<file path="src/rtl/fcag_pkg.sv">
// Package: register map, field positions and timing constants of the sound generator
package fcag_pkg;
	// ====================================================================
	// Register map (printed offsets are not multiples of four: byte address = 4 x index)
	localparam logic [15:0] REG_CH1_FREQ_IDX   = 16'hD200;
	localparam logic [15:0] REG_CH1_CTRL_IDX   = 16'hD201;
	localparam logic [15:0] REG_CH2_FREQ_IDX   = 16'hD202;
	localparam logic [15:0] REG_CH2_CTRL_IDX   = 16'hD203;
	localparam logic [15:0] REG_CH3_FREQ_IDX   = 16'hD204;
	localparam logic [15:0] REG_CH3_CTRL_IDX   = 16'hD205;
	localparam logic [15:0] REG_CH4_FREQ_IDX   = 16'hD206;
	localparam logic [15:0] REG_CH4_CTRL_IDX   = 16'hD207;
	localparam logic [15:0] REG_GLOBAL_IDX     = 16'hD208;
	localparam logic [15:0] REG_STATUS_IDX     = 16'hD209;
	localparam int          ADDR_W             = 18;
	// ====================================================================
	// Control byte fields
	localparam int CTRL_VOL_MSB      = 3;
	localparam int CTRL_VOL_ONLY     = 4;
	localparam int CTRL_PURE_TONE    = 5;
	localparam int CTRL_NOISE_SELECT = 6;
	localparam int CTRL_CLOCK_DIRECT = 7;
	// ====================================================================
	// Global control fields
	localparam int GLB_SLOW_BASE_SEL = 0;
	localparam int GLB_HP2           = 1;
	localparam int GLB_HP1           = 2;
	localparam int GLB_LINK34        = 3;
	localparam int GLB_LINK12        = 4;
	localparam int GLB_FAST3         = 5;
	localparam int GLB_FAST1         = 6;
	localparam int GLB_LONG_POLY_SEL = 7;
	// ====================================================================
	// Reset values and timing
	localparam logic [7:0]  REG_RESET        = 8'h00;
	localparam int          SYS_CLK_KHZ      = 1790;
	localparam int          BASE64_KHZ       = 64;
	localparam int          BASE15_KHZ       = 15;
	localparam int          DIV64_CYCLES     = SYS_CLK_KHZ / BASE64_KHZ;
	localparam int          DIV15_CYCLES     = SYS_CLK_KHZ / BASE15_KHZ;
	localparam logic [16:0] POLY17_SEED      = 17'h1_FFFF;
	localparam logic [8:0]  POLY9_SEED       = 9'h1FF;
	localparam logic [4:0]  POLY5_SEED       = 5'h1F;
	localparam logic [3:0]  POLY4_SEED       = 4'hF;
endpackage

</file>
<file path="src/rtl/fcag_top.sv">
// Four-channel programmable sound generator with register port
//
// The address-and-strobe port was left to the implementer.
`timescale 1ns/1ps
`default_nettype none
// Function
// - Four channels, each with write-only 8-bit frequency register setting divider period.
// - Control bits 3:0 hold volume; bit 4 outputs volume level directly.
// - Control bit 5 toggles output per clock pulse; clear samples noise.
// - Bit 6 clear samples long polynomial, 17 or 9 bit by global bit 7.
// - Bit 6 set samples the 4-bit polynomial generator.
// - Control bit 7 clear masks timer pulses with 5-bit polynomial output.
// - Control bit 7 set feeds timer pulses directly to output stage.
// - Global bit 0 picks slow base clock: 64KHz clear, 15KHz set.
// - Global bit 7 shortens long polynomial to 9 bits; advances every cycle.
module fcag_top
	import fcag_pkg::*;
#(
	parameter int DIV64 = DIV64_CYCLES,
	parameter int DIV15 = DIV15_CYCLES
) (
	input  wire logic              clk_sys_i,
	input  wire logic              rst_i,
	input  wire logic [ADDR_W-1:0] addr_i,
	input  wire logic [31:0]       wdata_i,
	input  wire logic              wr_i,
	input  wire logic              rd_i,
	output logic      [31:0]       rdata_o,
	output logic      [3:0]        ch_level_o [4],
	output logic      [5:0]        mix_o
);
	// ====================================================================
	// Register file
	logic [7:0] freq [4];
	logic [7:0] ctrl [4];
	logic [7:0] glob;
	logic [7:0] next_freq [4];
	logic [7:0] next_ctrl [4];
	logic [7:0] next_glob;
	logic [31:0] rdata;
	logic [31:0] next_rdata;
	logic [15:0] idx;
	logic        aligned;
	logic [3:0]  ch_out;
	logic [3:0]  hp_ff;

	assign idx     = addr_i[ADDR_W-1:2];
	assign aligned = (addr_i[1:0] == 2'b00);

	// Write decode; registers hold one byte in the low lane
	always_comb begin
		next_glob = glob;
		for (int i = 0; i < 4; i++) begin
			next_freq[i] = freq[i];
			next_ctrl[i] = ctrl[i];
			if (wr_i && aligned && idx == REG_CH1_FREQ_IDX + 16'(2 * i))
				next_freq[i] = wdata_i[7:0];
			if (wr_i && aligned && idx == REG_CH1_CTRL_IDX + 16'(2 * i))
				next_ctrl[i] = wdata_i[7:0];
		end
		if (wr_i && aligned && idx == REG_GLOBAL_IDX)
			next_glob = wdata_i[7:0];
	end

	// Read: registers are write-only; status word shows output flip-flops
	always_comb begin
		next_rdata = 32'h0000_0000;
		if (rd_i && aligned && idx == REG_STATUS_IDX)
			next_rdata = {24'h00_0000, hp_ff, ch_out};
	end

	always_ff @(posedge clk_sys_i or posedge rst_i) begin
		if (rst_i) begin
			for (int i = 0; i < 4; i++) begin
				freq[i] <= REG_RESET;
				ctrl[i] <= REG_RESET;
			end
			glob  <= REG_RESET;
			rdata <= 32'h0000_0000;
		end else begin
			freq  <= next_freq;
			ctrl  <= next_ctrl;
			glob  <= next_glob;
			rdata <= next_rdata;
		end
	end
	assign rdata_o = rdata;

	// ====================================================================
	// Polynomial generators and base clocks
	logic [16:0] p17, next_p17;
	logic [4:0]  p5, next_p5;
	logic [3:0]  p4, next_p4;
	logic [7:0]  c64, next_c64;
	logic [7:0]  c15, next_c15;
	logic        long_bit;
	logic        slow_tick;

	always_comb begin
		next_p5 = {p5[3:0], p5[4] ^ p5[2]};
		next_p4 = {p4[2:0], p4[3] ^ p4[2]};
		if (glob[GLB_LONG_POLY_SEL])
			next_p17 = {8'h00, p17[7:0], p17[8] ^ p17[4]};
		else
			next_p17 = {p17[15:0], p17[16] ^ p17[11]};
		if (next_p17 == 17'h0_0000)
			next_p17 = glob[GLB_LONG_POLY_SEL] ? {8'h00, POLY9_SEED} : POLY17_SEED;
		next_c64 = (c64 == 8'(DIV64 - 1)) ? 8'h00 : c64 + 8'h01;
		next_c15 = (c15 == 8'(DIV15 - 1)) ? 8'h00 : c15 + 8'h01;
	end

	always_ff @(posedge clk_sys_i or posedge rst_i) begin
		if (rst_i) begin
			p17 <= POLY17_SEED;
			p5  <= POLY5_SEED;
			p4  <= POLY4_SEED;
			c64 <= 8'h00;
			c15 <= 8'h00;
		end else begin
			p17 <= next_p17;
			p5  <= next_p5;
			p4  <= next_p4;
			c64 <= next_c64;
			c15 <= next_c15;
		end
	end

	// Long poly tap follows the active length
	assign long_bit  = glob[GLB_LONG_POLY_SEL] ? p17[8] : p17[16];
	assign slow_tick = glob[GLB_SLOW_BASE_SEL] ? (c15 == 8'h00) : (c64 == 8'h00);

	// ====================================================================
	// Channel dividers; linked pairs count 16 bits on the odd channel's borrow
	logic [7:0] cnt [4];
	logic [7:0] next_cnt [4];
	logic [3:0] tick;
	logic [3:0] timer_pulse;
	logic [3:0] next_ch_out;
	logic [3:0] next_hp_ff;
	logic       link [4];

	assign link[0] = 1'b0;
	assign link[1] = glob[GLB_LINK12];
	assign link[2] = 1'b0;
	assign link[3] = glob[GLB_LINK34];

	// Clock source per channel: fast, slow, or previous channel's underflow
	always_comb begin
		tick[0] = glob[GLB_FAST1] ? 1'b1 : slow_tick;
		tick[1] = link[1] ? timer_pulse[0] : slow_tick;
		tick[2] = glob[GLB_FAST3] ? 1'b1 : slow_tick;
		tick[3] = link[3] ? timer_pulse[2] : slow_tick;
	end

	genvar g;
	generate
		for (g = 0; g < 4; g++) begin : g_ch
			logic zero;
			assign zero = (cnt[g] == 8'h00);
			// Low half of a linked pair still pulses to clock the high half; only its output flip-flop holds
			assign timer_pulse[g] = tick[g] && zero;
			always_comb begin
				next_cnt[g] = cnt[g];
				if (timer_pulse[g])
					next_cnt[g] = freq[g];
				else if (tick[g])
					next_cnt[g] = cnt[g] - 8'h01;
			end
			// Output flip-flop: tone toggles, noise samples the chosen source
			always_comb begin
				logic gated;
				logic src;
				gated = 1'b0;
				src   = 1'b0;
				gated = ctrl[g][CTRL_CLOCK_DIRECT] ? timer_pulse[g]
					: (timer_pulse[g] && p5[4]);
				src = ctrl[g][CTRL_NOISE_SELECT] ? p4[3] : long_bit;
				next_ch_out[g] = ch_out[g];
				if (gated && !((g == 0 && link[1]) || (g == 2 && link[3]))) begin
					if (ctrl[g][CTRL_PURE_TONE])
						next_ch_out[g] = ~ch_out[g];
					else
						next_ch_out[g] = src;
				end
			end
		end
	endgenerate

	// High-pass: channel 1/2 output latched on channel 3/4 pulse
	always_comb begin
		next_hp_ff = hp_ff;
		if (timer_pulse[2])
			next_hp_ff[0] = ch_out[0];
		if (timer_pulse[3])
			next_hp_ff[1] = ch_out[1];
		next_hp_ff[3:2] = 2'b00;
	end

	always_ff @(posedge clk_sys_i or posedge rst_i) begin
		if (rst_i) begin
			for (int i = 0; i < 4; i++)
				cnt[i] <= 8'h00;
			ch_out <= 4'h0;
			hp_ff  <= 4'h0;
		end else begin
			cnt    <= next_cnt;
			ch_out <= next_ch_out;
			hp_ff  <= next_hp_ff;
		end
	end

	// ====================================================================
	// Output levels and mix
	logic [3:0] level [4];
	logic [3:0] next_level [4];
	logic [5:0] mix, next_mix;
	logic [3:0] wave;

	always_comb begin
		wave[0] = glob[GLB_HP1] ? (ch_out[0] ^ hp_ff[0]) : ch_out[0];
		wave[1] = glob[GLB_HP2] ? (ch_out[1] ^ hp_ff[1]) : ch_out[1];
		wave[2] = ch_out[2];
		wave[3] = ch_out[3];
		next_mix = 6'h00;
		for (int i = 0; i < 4; i++) begin
			if (ctrl[i][CTRL_VOL_ONLY])
				next_level[i] = ctrl[i][CTRL_VOL_MSB:0];
			else
				next_level[i] = wave[i] ? ctrl[i][CTRL_VOL_MSB:0] : 4'h0;
			next_mix = next_mix + {2'b00, next_level[i]};
		end
	end

	always_ff @(posedge clk_sys_i or posedge rst_i) begin
		if (rst_i) begin
			for (int i = 0; i < 4; i++)
				level[i] <= 4'h0;
			mix <= 6'h00;
		end else begin
			level <= next_level;
			mix   <= next_mix;
		end
	end

	assign ch_level_o = level;
	assign mix_o      = mix;
endmodule
`default_nettype wire

</file>
<file path="config.mk">
export PLATFORM = sky130hd
export DESIGN_NAME = fcag_top
export DESIGN_NICKNAME = d
export VERILOG_FILES = /design/src/rtl/fcag_pkg.sv /design/src/rtl/fcag_top.sv
export SDC_FILE = /design/constraint.sdc
export NUM_CORES = 1
export LEC_CHECK = 0
export BUFFER_PORTS_ARGS = -buffer_cell sky130_fd_sc_hd__clkbuf_2
export CORE_ASPECT_RATIO = 1.2
export CORE_MARGIN = 1.5
export CORE_UTILIZATION = 38
export DETAILED_ROUTE_END_ITERATION = 10
export PLACE_DENSITY = 0.59
export REMOVE_ABC_BUFFERS = 1
export SYNTH_ARGS = -nofsm -noshare
export SYNTH_HDL_FRONTEND = slang
export SYNTH_SLANG_ARGS = --single-unit
</file>
<file path="constraint.sdc">
create_clock -name clk_sys_i -period 6.2 [get_ports clk_sys_i]
set_input_delay 0.31 -clock clk_sys_i [delete_from_list [all_inputs] [get_ports clk_sys_i]]
set_output_delay 0.31 -clock clk_sys_i [all_outputs]
set_load 0.01 [all_outputs]
</file>
==> reports/metrics.csv <==
metric,value,unit
synth-seq-area-share,0.553,
grt_pass1_vias,5148,
drive_gt1_frac,0.277,
worstSetupPathType,reg -> reg,
clkTransAtPathRegs,0.07,ns
synth_cells,705,
avgSynthCellArea,11.6,µm²
hp-class,in -> async,
report.final.slew_viol_count,0,
cts_tree,built,
initial_core_util,0.390,
startpoint_type,flop,
synth_enable_flop_cells,0,
core,21000,µm²
grt_max_degree,112,
cts_max_level,4,
p_total,2.35,mW
p_leak,4.58,nW
peakVddDrop,0.000193,V
relSlewSlack,0.348,
fillCellCount,2038,
ys.flop_type,dfrtp_1,
final_hold_viol_count,0,
setup_viol_count_final,0,
gp_congestion,0.788,
port_buffers,57,
worstMarginPinSlew,0.979,ns
hpwl,11000,µm
wire_per_inst,15.5,µm
cp_data_required_time,6.57,ns
status,completed,
clkLatencyLatePin,0.43,ns
fin_util,0.442,
syn_area,8200,µm²
numCtsBuffers,17,
post_cts_resized,0,
dieArea,22500,µm²
drc,0,
post_cts_buffers,0,
die-height,164,µm
die_w,137,µm
timing.final.crit_period,3.03,ns
yosys_warnings,0,
wirelength,16300,µm
antenna_cells,0,
root_buffer,clkbuf_16,
multiInputGateArea,3340,µm²
rrSetupSlack,3.17,ns
maxCapViolCount,0,
fin_crit_sh,0.488,
area_growth,13.4,%
clockBufferDepth,2,
postCtsHoldBufs,0,
numClockSinks,180,
ys_seq_elements,180,
io_pins,108,
finish.net_count,846,
async_reset_ff_frac,1.00,
place_area,8700,µm²
drtIter0Drc,296,
routed_via_density,5.01,
powerDensity,253,nW/µm²
track_usage,0.155,
ff_latch_area,4540,µm²
critPathCaptureType,flop,
grt_remaining_overflow,0,
max_freq,0.330,GHz
synth.distinct_cells,56,
crit_fanout,5,
rsz0062_at_grt,no,
fin_area,9300,µm²
worstReg2RegStart,ch_out[1]$_DFFE_PP0P_,
fp-row-count,58,
reg2reg_to,mix_o[5]$_DFF_PP0_,
fin_tns_setup,0,ns
r2r_cells,11,
vias,5267,
crit_arrival,3.40,ns
grt_pass1_wl,26500,µm
antenna_left,0,
first_pass_iters,4,
worst_clock_skew,0.00718,ns
antenna_found_initial,0,
## per-stage QoR
stage / hold slack [ns] / setup WS (ns) / instances
6_report: 0.110 / 3.17 / 1052
3_3_place_gp: 0.346 / 3.17 / 1020
2_1_floorplan: 0.345 / 1.05 / 690
4_1_cts: 0.145 / 3.12 / 1052
3_5_place_dp: 0.348 / 3.14 / 1020
5_1_grt: 0.214 / 2.96 / 1052
## layer usage
layer  track usage  share of wire  up-vias
li1              -              -     2517
met1         0.203           0.47     2609
met2         0.254           0.48      121
met3        0.0293          0.036       20
met4        0.0584          0.016        0
met5             0              0        -
## report_power, final
part           internal, mW  total, mW  switching (mW)
sequential             1.18       1.18        0.000517
combinational        0.0103     0.0592          0.0489
clock                 0.640       1.11           0.473
## critical path, stage by stage, from the launching register on
cell	delay [ns]
dfrtp_1	0.43
xnor2_1	0.27
nor2_1	0.09
nor2b_1	0.26
fa_1	0.50
fa_1	0.53
ha_1	0.17
inv_1	0.05
fa_1	0.40
nor2b_1	0.12
o21ai_0	0.08
nand2b_1	0.07
## layout by cell type, fill, tap and decap left out, drive strengths merged, types with 20 or more instances in the layout
cell type and count:
conb 26, a21oi 20, clkbuf 75, mux2 81, o21ai 27, dfrtp 154
dfstp 26, inv 49, nand2 36, nor2 75
## worst max path at each step
stage	from	endpoint	slack, ns
after floorplan	rst_i	c15[0]$_DFF_PP0_	1.05
after global placement	ch_out[1]$_DFFE_PP0P_	mix_o[5]$_DFF_PP0_	3.17
after detailed placement	ch_out[1]$_DFFE_PP0P_	mix_o[5]$_DFF_PP0_	3.14
after CTS	ch_out[1]$_DFFE_PP0P_	mix_o[5]$_DFF_PP0_	3.12
after global routing	ch_out[1]$_DFFE_PP0P_	mix_o[5]$_DFF_PP0_	2.96
final	ch_out[1]$_DFFE_PP0P_	mix_o[5]$_DFF_PP0_	3.17
## sequential cells by signal, indices dropped and copies added, names as in the netlist, 6 cells and up
register,count
c15,8
mix_o,6
glob,8
freq,32
rdata_o,6
ctrl,32
p17,17
ch_level_o,16
c64,8
cnt,32
## synthesized netlist by cell type (all sizes together), types with 8 or more instances
cell / n / share of area
buf: 29 / 0.026
xnor2: 10 / 0.011
or2: 8 / 0.0061
nand2: 36 / 0.016
clkbuf: 11 / 0.0050
mux2: 81 / 0.11
fa: 8 / 0.020
mux2i: 8 / 0.0098
nand3: 15 / 0.0092
xor2: 10 / 0.011
nor3: 17 / 0.011
nor2: 75 / 0.036
ha: 15 / 0.023
o21ai: 27 / 0.016
nor4: 11 / 0.0092
dfrtp: 154 / 0.47
inv: 44 / 0.020
and2: 8 / 0.0061
a21oi: 20 / 0.012
dfstp: 26 / 0.083
nor2b: 15 / 0.011
## logic make-up (layout without fill, tap and decap cells)
family	after synthesis	count (layout)	share of synthesized area
simple gates	220	220	0.138
flops	180	180	0.553
compound gates	88	88	0.0689
buf+inv	84	136	0.0516
mux	89	89	0.125
fa+ha+maj	23	23	0.0424
other cells	1	26	0.000457
xor+xnor	20	20	0.0214
## area by class of cell
class,instances,share of cell area
Clock inverter,14,0.0188
Multi-Input combinational cell,466,0.359
Inverter,44,0.0183
Sequential cell,180,0.488
Timing Repair Buffer,60,0.0331
Tap cell,270,0.0363
Clock buffer,18,0.0461
Power figures use the tool's default switching activity.
